===== config.mk =====
export PLATFORM = sky130hd
export DESIGN_NAME = lcc_control_regs
export DESIGN_NICKNAME = d
export VERILOG_FILES = /design/src/lcc_pkg.sv /design/src/lcc_control_regs.sv
export SDC_FILE = /design/constraint.sdc
export NUM_CORES = 1
export LEC_CHECK = 0
export BUFFER_PORTS_ARGS = -buffer_cell sky130_fd_sc_hd__buf_2
export CORE_MARGIN = 4
export CORE_UTILIZATION = 50
export CTS_BUF_LIST = sky130_fd_sc_hd__clkbuf_2 sky130_fd_sc_hd__clkbuf_4 sky130_fd_sc_hd__clkbuf_8
export DETAILED_ROUTE_END_ITERATION = 10
export GPL_ROUTABILITY_DRIVEN = 0
export PLACE_DENSITY = 0.94
export SLEW_MARGIN = 20
export SYNTH_ARGS = -nofsm -noshare
export SYNTH_HDL_FRONTEND = slang
export SYNTH_SLANG_ARGS = --single-unit

===== constraint.sdc =====
create_clock -name i_clock -period 3.9 [get_ports i_clock]
set_input_delay 0.39 -clock i_clock [delete_from_list [all_inputs] [get_ports i_clock]]
set_output_delay 0.39 -clock i_clock [all_outputs]
set_load 0.01 [all_outputs]

===== src/lcc_pkg.sv =====
package lcc_pkg;
    // register offsets are not multiples of four: kept as indices, byte address = 4 * index
    localparam logic [15:0] LCC_IDX_PORT_DUTY = 16'hffc0;
    localparam logic [15:0] LCC_IDX_DISPLAY = 16'hffc1;
    localparam logic [15:0] LCC_IDX_WAVE_SUPPLY = 16'hffc2;
    localparam logic [7:0] LCC_RST_PORT_DUTY = 8'h00;
    localparam logic [7:0] LCC_RST_DISPLAY = 8'h80;
    localparam logic [7:0] LCC_RST_WAVE_SUPPLY = 8'h60;
    // port_duty_control fields
    localparam int LCC_DUTY_HI = 7;
    localparam int LCC_DUTY_LO = 6;
    localparam int LCC_COMMON_DOUBLING = 5;
    localparam int LCC_EXPANSION_SELECT = 4;
    // display_control fields
    localparam int LCC_DRIVE_SUPPLY_SWITCH = 6;
    localparam int LCC_CONTROLLER_RUN = 5;
    localparam int LCC_SHOW_RAM_DATA = 4;
    // waveform_supply_control fields
    localparam int LCC_WAVEFORM_TYPE = 7;
    localparam int LCC_SUPPLY_SOURCE = 4;
    localparam int LCC_SEG_PINS = 32;
    localparam int LCC_COM_PINS = 4;
    typedef enum logic [1:0] {
        LCC_DUTY_STATIC,
        LCC_DUTY_HALF,
        LCC_DUTY_THIRD,
        LCC_DUTY_QUARTER
    } lcc_duty_e;
    // pulse duty encoding: numerator over denominator
    localparam logic [5:0] LCC_PULSE_DEN_EIGHTHS = 6'h08;
    localparam logic [5:0] LCC_PULSE_DEN_16 = 6'h10;
    localparam logic [5:0] LCC_PULSE_DEN_32 = 6'h20;
endpackage


===== src/lcc_control_regs.sv =====
// Our own choice: the Wishbone register port.
`timescale 1ns/1ps
module lcc_control_regs
    import lcc_pkg::*;
(
    input wire logic i_clock,
    input wire logic i_rst_n,
    input wire logic i_wb_cyc,
    input wire logic i_wb_stb,
    input wire logic i_wb_we,
    input wire logic [17:0] i_wb_adr,
    input wire logic [3:0] i_wb_sel,
    input wire logic [31:0] i_wb_dat,
    output logic [31:0] o_wb_dat,
    output logic o_wb_ack,
    input wire logic i_standby,
    input wire logic i_latch_clock_out,
    input wire logic i_shift_clock_out,
    input wire logic i_serial_segment_data,
    input wire logic i_alternation,
    output logic [1:0] o_duty,
    output logic [3:0] o_com_enable,
    output logic [3:0] o_com_source_1,
    output logic [3:0] o_com_source_2,
    output logic [3:0] o_com_source_3,
    output logic [3:0] o_com_source_4,
    output logic [31:0] o_seg_driver_en,
    output logic o_expansion_active,
    output logic [3:0] o_expansion_pins,
    output logic o_drive_supply_on,
    output logic o_controller_active,
    output logic o_show_ram_data,
    output logic o_clock_from_system,
    output logic [7:0] o_frame_clock_div,
    output logic o_waveform_b,
    output logic o_regulator_run,
    output logic [5:0] o_pulse_num,
    output logic [5:0] o_pulse_den
);
    logic [7:0] port_duty_control;
    logic [7:0] display_control;
    logic [7:0] waveform_supply_control;

    wire [15:0] reg_index = i_wb_adr[17:2];
    wire bus_req = i_wb_cyc && i_wb_stb && !o_wb_ack;
    wire hit_pd = reg_index == LCC_IDX_PORT_DUTY;
    wire hit_dc = reg_index == LCC_IDX_DISPLAY;
    wire hit_ws = reg_index == LCC_IDX_WAVE_SUPPLY;
    wire wr_lane0 = bus_req && i_wb_we && i_wb_sel[0];
    wire [7:0] rd_byte = hit_pd ? port_duty_control : hit_dc ? display_control :
        hit_ws ? waveform_supply_control : 8'h00;

    // bus: one-cycle-later ack, unmapped reads return zero, writes there are dropped
    always_ff @(posedge i_clock) begin
        if (!i_rst_n) begin
            o_wb_ack <= 1'b0;
            o_wb_dat <= 32'h0000_0000;
        end else begin
            o_wb_ack <= bus_req;
            o_wb_dat <= (bus_req && !i_wb_we) ? {24'h00_0000, rd_byte} : 32'h0000_0000;
        end
    end

    // registers keep contents while the controller is halted
    always_ff @(posedge i_clock) begin
        if (!i_rst_n) begin
            port_duty_control <= LCC_RST_PORT_DUTY;
            display_control <= LCC_RST_DISPLAY;
            waveform_supply_control <= LCC_RST_WAVE_SUPPLY;
        end else begin
            if (wr_lane0 && hit_pd) begin
                port_duty_control <= i_wb_dat[7:0];
            end
            if (wr_lane0 && hit_dc) begin
                display_control <= i_wb_dat[7:0];
            end
            if (wr_lane0 && hit_ws) begin
                waveform_supply_control <= i_wb_dat[7:0];
            end
        end
    end

    wire [1:0] duty_sel = {port_duty_control[LCC_DUTY_HI], port_duty_control[LCC_DUTY_LO]};
    wire common_doubling = port_duty_control[LCC_COMMON_DOUBLING];
    wire expansion_select = port_duty_control[LCC_EXPANSION_SELECT];
    wire [3:0] segment_pin_select = port_duty_control[3:0];
    wire drive_supply_switch = display_control[LCC_DRIVE_SUPPLY_SWITCH];
    wire controller_run = display_control[LCC_CONTROLLER_RUN];
    wire show_ram_data = display_control[LCC_SHOW_RAM_DATA];
    wire [3:0] frame_clock_select = display_control[3:0];
    wire waveform_type = waveform_supply_control[LCC_WAVEFORM_TYPE];
    wire supply_source = waveform_supply_control[LCC_SUPPLY_SOURCE];
    wire [3:0] pulse_duty_select = waveform_supply_control[3:0];

    // number of common pins in use for the duty: 1..4
    wire [2:0] coms_used = {1'b0, duty_sel} + 3'd1;

    // per common pin, while the controller runs: enabled if used, or if unused and doubling is on; the source
    // is a one-hot mask of which used common waveform it repeats (its own, or its index modulo used), or zero if unused without doubling
    logic [3:0] next_com_en;
    logic [3:0] next_com_src [LCC_COM_PINS];
    genvar gc;
    generate
        for (gc = 0; gc < LCC_COM_PINS; gc++) begin : g_com
            wire used = 3'(gc) < coms_used;
            wire [2:0] mod_idx = 3'(gc) % coms_used;
            assign next_com_en[gc] = controller_run && (used || common_doubling);
            assign next_com_src[gc] = used ? 4'(1 << gc) : (common_doubling ? 4'(1 << mod_idx) : 4'h0);
        end
    endgenerate

    // segment drivers enabled from the top pin downward, in groups of eight
    logic [31:0] next_seg_en;
    always_comb begin
        next_seg_en = 32'h0000_0000;
        if (!expansion_select) begin
            if (segment_pin_select[3]) begin
                next_seg_en = 32'hffff_ffff;
            end else begin
                unique case (segment_pin_select[2:1])
                    2'b00: next_seg_en = 32'h0000_0000;
                    2'b01: next_seg_en = 32'hff00_0000;
                    2'b10: next_seg_en = 32'hffff_0000;
                    2'b11: next_seg_en = 32'hffff_ff00;
                endcase
            end
        end
        // expansion with nonzero select is not a legal setting; treated like 0000
        if (!controller_run) begin
            next_seg_en = 32'h0000_0000;
        end
    end

    wire next_exp_active = expansion_select && controller_run;
    // pin order from the highest segment: latch clock, shift clock, serial data, alternation
    wire [3:0] next_exp_pins = next_exp_active ?
        {i_latch_clock_out, i_shift_clock_out, i_serial_segment_data, i_alternation} : 4'h0;

    wire next_supply_on = drive_supply_switch && controller_run && !i_standby;

    // frame clock divider; subclock taps are 1, 2, 4
    logic [7:0] next_div;
    always_comb begin
        if (frame_clock_select[3]) begin
            next_div = 8'(16'h0002 << frame_clock_select[2:0]) ;
            if (frame_clock_select[2:0] == 3'h7) begin
                next_div = 8'h00; // 256 does not fit 8 bits, zero stands for 256
            end
        end else if (frame_clock_select[1]) begin
            next_div = 8'h04;
        end else begin
            next_div = frame_clock_select[0] ? 8'h02 : 8'h01;
        end
    end

    logic [5:0] next_pnum;
    logic [5:0] next_pden;
    always_comb begin
        next_pden = LCC_PULSE_DEN_EIGHTHS;
        next_pnum = 6'(pulse_duty_select[2:0]); // n/8
        if (pulse_duty_select[3]) begin
            next_pnum = 6'h01;
            next_pden = pulse_duty_select[2] ? LCC_PULSE_DEN_32 : LCC_PULSE_DEN_16;
        end else if (pulse_duty_select[2:0] == 3'h0) begin
            next_pnum = LCC_PULSE_DEN_EIGHTHS; // full duty
        end else if (pulse_duty_select[2:0] == 3'h7) begin
            next_pnum = 6'h00;
        end
    end

    // all outputs registered
    always_ff @(posedge i_clock) begin
        if (!i_rst_n) begin
            o_duty <= 2'h0;
            o_com_enable <= 4'h0;
            o_com_source_1 <= 4'h0;
            o_com_source_2 <= 4'h0;
            o_com_source_3 <= 4'h0;
            o_com_source_4 <= 4'h0;
            o_seg_driver_en <= 32'h0000_0000;
            o_expansion_active <= 1'b0;
            o_expansion_pins <= 4'h0;
            o_drive_supply_on <= 1'b0;
            o_controller_active <= 1'b0;
            o_show_ram_data <= 1'b0;
            o_clock_from_system <= 1'b0;
            o_frame_clock_div <= 8'h01;
            o_waveform_b <= 1'b0;
            o_regulator_run <= 1'b0;
            o_pulse_num <= 6'h00;
            o_pulse_den <= LCC_PULSE_DEN_EIGHTHS;
        end else begin
            o_duty <= duty_sel;
            o_com_enable <= next_com_en;
            o_com_source_1 <= next_com_src[0];
            o_com_source_2 <= next_com_src[1];
            o_com_source_3 <= next_com_src[2];
            o_com_source_4 <= next_com_src[3];
            o_seg_driver_en <= next_seg_en;
            o_expansion_active <= next_exp_active;
            o_expansion_pins <= next_exp_pins;
            o_drive_supply_on <= next_supply_on;
            o_controller_active <= controller_run;
            o_show_ram_data <= show_ram_data;
            o_clock_from_system <= frame_clock_select[3];
            o_frame_clock_div <= next_div;
            o_waveform_b <= waveform_type;
            o_regulator_run <= supply_source;
            o_pulse_num <= next_pnum;
            o_pulse_den <= next_pden;
        end
    end

    AST_SUPPLY_OFF: assert property (@(posedge i_clock) disable iff (!i_rst_n)
        (!controller_run || i_standby) |=> !o_drive_supply_on)
        else $error("drive supply on while stopped or in standby");
    AST_SUPPLY_ON: assert property (@(posedge i_clock) disable iff (!i_rst_n)
        (drive_supply_switch && controller_run && !i_standby) |=> o_drive_supply_on)
        else $error("drive supply failed to turn on");
    AST_WR_READBACK: assert property (@(posedge i_clock) disable iff (!i_rst_n)
        (wr_lane0 && hit_dc) |=> display_control == $past(i_wb_dat[7:0]))
        else $error("display control did not take written value");
    AST_ACK_ONE: assert property (@(posedge i_clock) disable iff (!i_rst_n)
        o_wb_ack |=> !o_wb_ack)
        else $error("ack held more than one cycle");
    AST_ALL_SEG: assert property (@(posedge i_clock) disable iff (!i_rst_n)
        (!expansion_select && segment_pin_select[3] && controller_run) |=> o_seg_driver_en == 32'hffff_ffff)
        else $error("not all segment drivers enabled");
    AST_EXP_PORTS: assert property (@(posedge i_clock) disable iff (!i_rst_n)
        (expansion_select && controller_run) |=> o_expansion_active && o_seg_driver_en == 32'h0000_0000)
        else $error("expansion mode pin assignment wrong");
    AST_HALT: assert property (@(posedge i_clock) disable iff (!i_rst_n)
        !controller_run |=> (o_com_enable == 4'h0 && !o_expansion_active))
        else $error("controller outputs active while halted");
    AST_DIV_SYS: assert property (@(posedge i_clock) disable iff (!i_rst_n)
        (frame_clock_select == 4'h8) |=> (o_frame_clock_div == 8'h02 && o_clock_from_system))
        else $error("system clock divide by two not selected");
    AST_PULSE_ZERO: assert property (@(posedge i_clock) disable iff (!i_rst_n)
        (pulse_duty_select == 4'h7) |=> o_pulse_num == 6'h00)
        else $error("pulse duty code 0111 not zero");
    AST_PULSE_32: assert property (@(posedge i_clock) disable iff (!i_rst_n)
        (pulse_duty_select[3:2] == 2'b11) |=> (o_pulse_num == 6'h01 && o_pulse_den == LCC_PULSE_DEN_32))
        else $error("pulse duty codes 11xx not one in thirty-two");
    AST_RESET_VALUES: assert property (@(posedge i_clock)
        !i_rst_n |=> (port_duty_control == LCC_RST_PORT_DUTY && display_control == LCC_RST_DISPLAY &&
        waveform_supply_control == LCC_RST_WAVE_SUPPLY))
        else $error("control register not at its reset value");
    AST_ACK_AFTER_REQ: assert property (@(posedge i_clock) disable iff (!i_rst_n)
        bus_req |=> o_wb_ack)
        else $error("request not acknowledged in the next cycle");
    AST_RD_DISPLAY: assert property (@(posedge i_clock) disable iff (!i_rst_n)
        (bus_req && !i_wb_we && hit_dc) |=> o_wb_dat == {24'h00_0000, $past(display_control)})
        else $error("display control read back wrong");
    AST_RD_UNMAPPED: assert property (@(posedge i_clock) disable iff (!i_rst_n)
        (bus_req && !i_wb_we && !hit_pd && !hit_dc && !hit_ws) |=> o_wb_dat == 32'h0000_0000)
        else $error("unmapped read returned nonzero data");
    AST_STATIC_ONE_COM: assert property (@(posedge i_clock) disable iff (!i_rst_n)
        (controller_run && duty_sel == 2'b00 && !common_doubling) |=> o_com_enable == 4'h1)
        else $error("static drive without doubling must use one common pin");
    AST_QUARTER_ALL_COM: assert property (@(posedge i_clock) disable iff (!i_rst_n)
        (controller_run && duty_sel == 2'b11) |=> (o_com_enable == 4'hf && o_com_source_4 == 4'h8))
        else $error("quarter duty must use all four common pins");
    AST_DOUBLING_ON: assert property (@(posedge i_clock) disable iff (!i_rst_n)
        (controller_run && common_doubling) |=> o_com_enable == 4'hf)
        else $error("doubling on but an unused common pin is idle");
    AST_DOUBLING_OFF: assert property (@(posedge i_clock) disable iff (!i_rst_n)
        (controller_run && !common_doubling && duty_sel == 2'b01) |=> (o_com_enable == 4'h3 &&
        o_com_source_3 == 4'h0 && o_com_source_4 == 4'h0))
        else $error("doubling off but an unused common pin repeats a waveform");
    AST_EXP_OFF: assert property (@(posedge i_clock) disable iff (!i_rst_n)
        !expansion_select |=> (!o_expansion_active && o_expansion_pins == 4'h0))
        else $error("expansion pins active with expansion off");
    AST_SEG_PORTS: assert property (@(posedge i_clock) disable iff (!i_rst_n)
        (!expansion_select && segment_pin_select[3:1] == 3'b000) |=> o_seg_driver_en == 32'h0000_0000)
        else $error("segment pins not all ports");
    AST_SEG_TOP8: assert property (@(posedge i_clock) disable iff (!i_rst_n)
        (controller_run && !expansion_select && segment_pin_select[3:1] == 3'b001) |=>
        o_seg_driver_en == 32'hff00_0000)
        else $error("top eight segment drivers not selected");
    AST_EXP_ORDER: assert property (@(posedge i_clock) disable iff (!i_rst_n)
        (expansion_select && controller_run) |=> (o_expansion_pins[3] == $past(i_latch_clock_out) &&
        o_expansion_pins[2] == $past(i_shift_clock_out) && o_expansion_pins[1] == $past(i_serial_segment_data) &&
        o_expansion_pins[0] == $past(i_alternation)))
        else $error("expansion pin order wrong");
    AST_BLANK: assert property (@(posedge i_clock) disable iff (!i_rst_n)
        !show_ram_data |=> !o_show_ram_data)
        else $error("ram data shown while blank selected");
    AST_RAM_SHOWN: assert property (@(posedge i_clock) disable iff (!i_rst_n)
        show_ram_data |=> o_show_ram_data)
        else $error("blank shown while ram data selected");
    AST_WAVE_B: assert property (@(posedge i_clock) disable iff (!i_rst_n)
        waveform_type |=> o_waveform_b)
        else $error("B waveform not selected");
    AST_WAVE_A: assert property (@(posedge i_clock) disable iff (!i_rst_n)
        !waveform_type |=> !o_waveform_b)
        else $error("A waveform not selected");
    AST_REGULATOR: assert property (@(posedge i_clock) disable iff (!i_rst_n)
        supply_source |=> o_regulator_run)
        else $error("regulator not running with regulated source selected");
    AST_MAIN_SUPPLY: assert property (@(posedge i_clock) disable iff (!i_rst_n)
        !supply_source |=> !o_regulator_run)
        else $error("regulator running with main supply selected");
    AST_SUB_DIV4: assert property (@(posedge i_clock) disable iff (!i_rst_n)
        (!frame_clock_select[3] && frame_clock_select[1]) |=> (o_frame_clock_div == 8'h04 && !o_clock_from_system))
        else $error("subclock divide by four not selected");
    AST_SYS_256: assert property (@(posedge i_clock) disable iff (!i_rst_n)
        (frame_clock_select == 4'hf) |=> (o_frame_clock_div == 8'h00 && o_clock_from_system))
        else $error("system clock divide by 256 not selected");
endmodule


==> flow_summary.yaml <==
grt:
  antenna_found_initial: 0
  grtUsageTotal_pct: 17.55
  first_global_vias: 2572
  grt_max_degree: 47
  grt_pass1_wl_um: 11910
  gr-total-overflow: 0
job:
  cap_viol_max_count: 0
routing:
  wirelength_um: 7698
  viasPerCell: 4.881
  routedWlPerCell_um: 13.46
  post-route-drc-count: 0
  firstDrtPassIters: 4
  drtAntennaViolNets: 0
  drtIter0Drc: 121
  dr_total_vias: 2792
placement:
  portBuffers: 123
  place_hpwl_um: 5769
cts:
  post_cts_buffers: 0
  cts-htree-levels: 3
  clk_pin_slew_worst_paths_ns: 0.08
  post_cts_resized: 0
  cts_tree: "yes"
  cts_buffer_depth: 2
  cts_buffers: 9
  cts_root_buf: "clkbuf_8"
  clkLatencyLatePin_ns: 0.34
  clock_sinks: 85
  holdBufCountCts: 0
synthesis:
  synth_edf_count: 0
  avgSynthCellArea_um2: 9.367
  ys_async_sr_fraction_pct: 0
  netlist_top_cells_area: "dfxtp_1 (48%), buf_4 (12%), mux2i_1 (6.5%), nand2_1 (4.6%), ha_1 (2.5%)"
  synth-main-ff-cell: "dfxtp_1"
  ys_seq_elements: 85
  ys_types: 38
  synth_seq_area_share_pct: 48.06
  synth.cell_area_um2: 3541
  yosysTopAreaCell: "dfxtp_1"
  yosys.area.top_type_share_pct: 48.06
  synth_cells: 378
  yosysWarnings: 0
floorplan:
  die_y_um: 92.16
  num_rows: 30
  initial_core_util_pct: 51.83
  pin_count: 182
  dieArea_um2: 8493
  die_width_um: 92.16
  core_um2: 6832
critical_path:
  crit_type: "reg2reg"
  slowest_stage: "dfxtp_1"
  timing.rr.end: "o_com_source_3[2]"
  ff2ff_path_depth: 6
  cp_cell_sequence: "inv_1 > ha_1 > nand2_1 > a32o_1 > a21oi_1 > nor2b_1"
  crit_path_max_incr_delay_ns: 0.64
  cp-start-kind: "flop"
  cp-end-kind: "flop"
  timing.rr.start: "port_duty_control[6]"
  crit_arrival_ns: 2.07
  r2r_setup_slack_ns: 2.07
  cp_max_fo: 15
  required_ns: 4.13
power:
  pwr-share-clk_pct: 38.4
  p_leak_nw: 2.119
  power.share.combinational_pct: 4.4
  cellPowerDensity_nw_per_um2: 372.0
  p_sw_uw: 324.5
  switching_share_pct: 21.29
  internal-power_mw: 1.199
  power_frac_seq_pct: 57.2
  vdd_ir_drop_max_v: 0.0001577
timing:
  setup_viol: 0
  worst_pin_slew_ns: 0.6083
  finalHoldViolCount: 0
  drv_slew: 0
  post-route-period-util_pct: 47.05
  clock.fmax_ghz: 0.5450
  fin_skew_ns: 0.01095
  finalCriticalPeriod_ns: 1.835
  rsz0062_at_grt: "false"
  fin_tns_setup_ns: 0
  relSlewSlack_pct: 59.23
min_path:
  whs_path_depth: 2
  min_from: "i_standby"
  whs_endpoint: "o_drive_supply_on"
  hp-class: "in2reg"
cells_and_area:
  diodes: 0
  drive_above_1_share_pct: 30.25
  layout_common_cells: "buf_2 (123), dfxtp_1 (85), nand2_1 (43)"
  utilization_pct: 59.96
  nets: 543
  area_growth_pct: 15.69
  final_common_cell: "buf_2"
  fill_cells: 624
run_status:
  status: "finished clean"
## area by class of cell
class,instances,area [um2],share of cell area [%]
tap,96,120.1,2.932
clock inverter,4,50.05,1.222
timing repair buffer,124,623.1,15.21
sequential,85,1702,41.54
multi-input combinational,238,1410,34.42
clock buffer,11,138.9,3.390
inverter,14,52.55,1.283
## cell usage after synthesis (2+ instances only)
| cell type | number |
|---|---|
| nor4b_1 | 2 |
| ha_1 | 7 |
| and2_1 | 7 |
| nand2_1 | 43 |
| and3_1 | 4 |
| clkbuf_1 | 10 |
| mux2i_1 | 23 |
| nor2_1 | 15 |
| inv_1 | 14 |
| nor3b_1 | 2 |
| nand2b_1 | 8 |
| a21oi_1 | 16 |
| or4_1 | 3 |
| dfxtp_1 | 85 |
| nor4_1 | 5 |
| nor2b_1 | 8 |
| o21ai_0 | 5 |
| buf_4 | 58 |
| nor3_1 | 9 |
| o21ai_1 | 7 |
| nand4_1 | 2 |
| buf_2 | 4 |
| nand3b_1 | 10 |
| nor4_4 | 2 |
| nand3_1 | 16 |
## critical path, delay by kind of cell, from the launching register on
kind | cells | cell delay (ns)
flip-flops | 1 | 0.64
AND/OR/NAND/NOR | 2 | 0.18
adder cells (fa/ha/maj) | 1 | 0.38
buffers and inverters | 1 | 0.13
AO/OA/AOI/OAI | 2 | 0.41
## registers in the layout, indices dropped and copies added (netlist names), 2 cells and up
| register | count |
|---|---|
| display_control | 8 |
| o_frame_clock_div | 8 |
| o_wb_dat | 8 |
| port_duty_control | 8 |
| waveform_supply_control | 8 |
| o_com_enable | 4 |
| o_com_source_1 | 4 |
| o_com_source_2 | 4 |
| o_com_source_3 | 4 |
| o_com_source_4 | 4 |
| o_expansion_pins | 4 |
| o_pulse_num | 4 |
| o_seg_driver_en | 4 |
| o_pulse_den | 3 |
| o_duty | 2 |
## kinds of logic after synthesis
logic type                 after synthesis  synth area share [%]
AOI/OAI and AO/OA                       33                 5.053
adders and majority gates                7                 2.473
buffers and inverters                   86                 15.41
DFF                                     85                 48.06
muxes                                   23                 6.502
other                                    1                0.1059
and+or+nand+nor                        143                 22.40
## metrics by stage
stage	std cells	worst slack, ns	hold slack, ns	cell area [um2]	power, mW
after floorplan	409	2.203	0.4186	3657	0.9523
after global placement	557	1.741	0.4381	3908	0.9566
after detailed placement	557	1.733	0.4530	3908	0.9578
after CTS	572	2.059	0.2054	4096	1.537
after global routing	572	1.921	0.2154	4096	1.584
final	572	2.065	0.2211	4096	1.524
## per-layer routing
layer  GRT usage [%]  vias up  wire length (um)
met4           7.054        0               132
met5               0        -                 0
li1                -     1363                 -
met2           29.81      155              3693
met1           20.60     1261              3121
met3           5.332       13               751
## worst max-delay path by stage
stage / startpoint / endpoint / slack [ns] / cells after the start
floorplan: i_wb_adr[5] / o_wb_dat[5] / 2.20 / 5
global placement: i_wb_adr[5] / display_control[5] / 1.74 / 5
detailed placement: i_wb_adr[5] / display_control[6] / 1.73 / 5
CTS: o_wb_ack / display_control[6] / 2.06 / 4
global route: port_duty_control[6] / o_com_source_3[2] / 1.92 / 6
finish: port_duty_control[6] / o_com_source_3[2] / 2.07 / 6
## power by group through the flow
stage	Clock [mW]	Combinational, mW	Sequential, mW
6_report	0.586	0.0674	0.871
5_1_grt	0.638	0.0741	0.871
4_1_cts	0.600	0.0665	0.871
3_5_place_dp	0	0.0664	0.891
3_3_place_gp	0	0.0653	0.891
2_1_floorplan	0	0.0591	0.893
(Power assumes the default switching activity.)
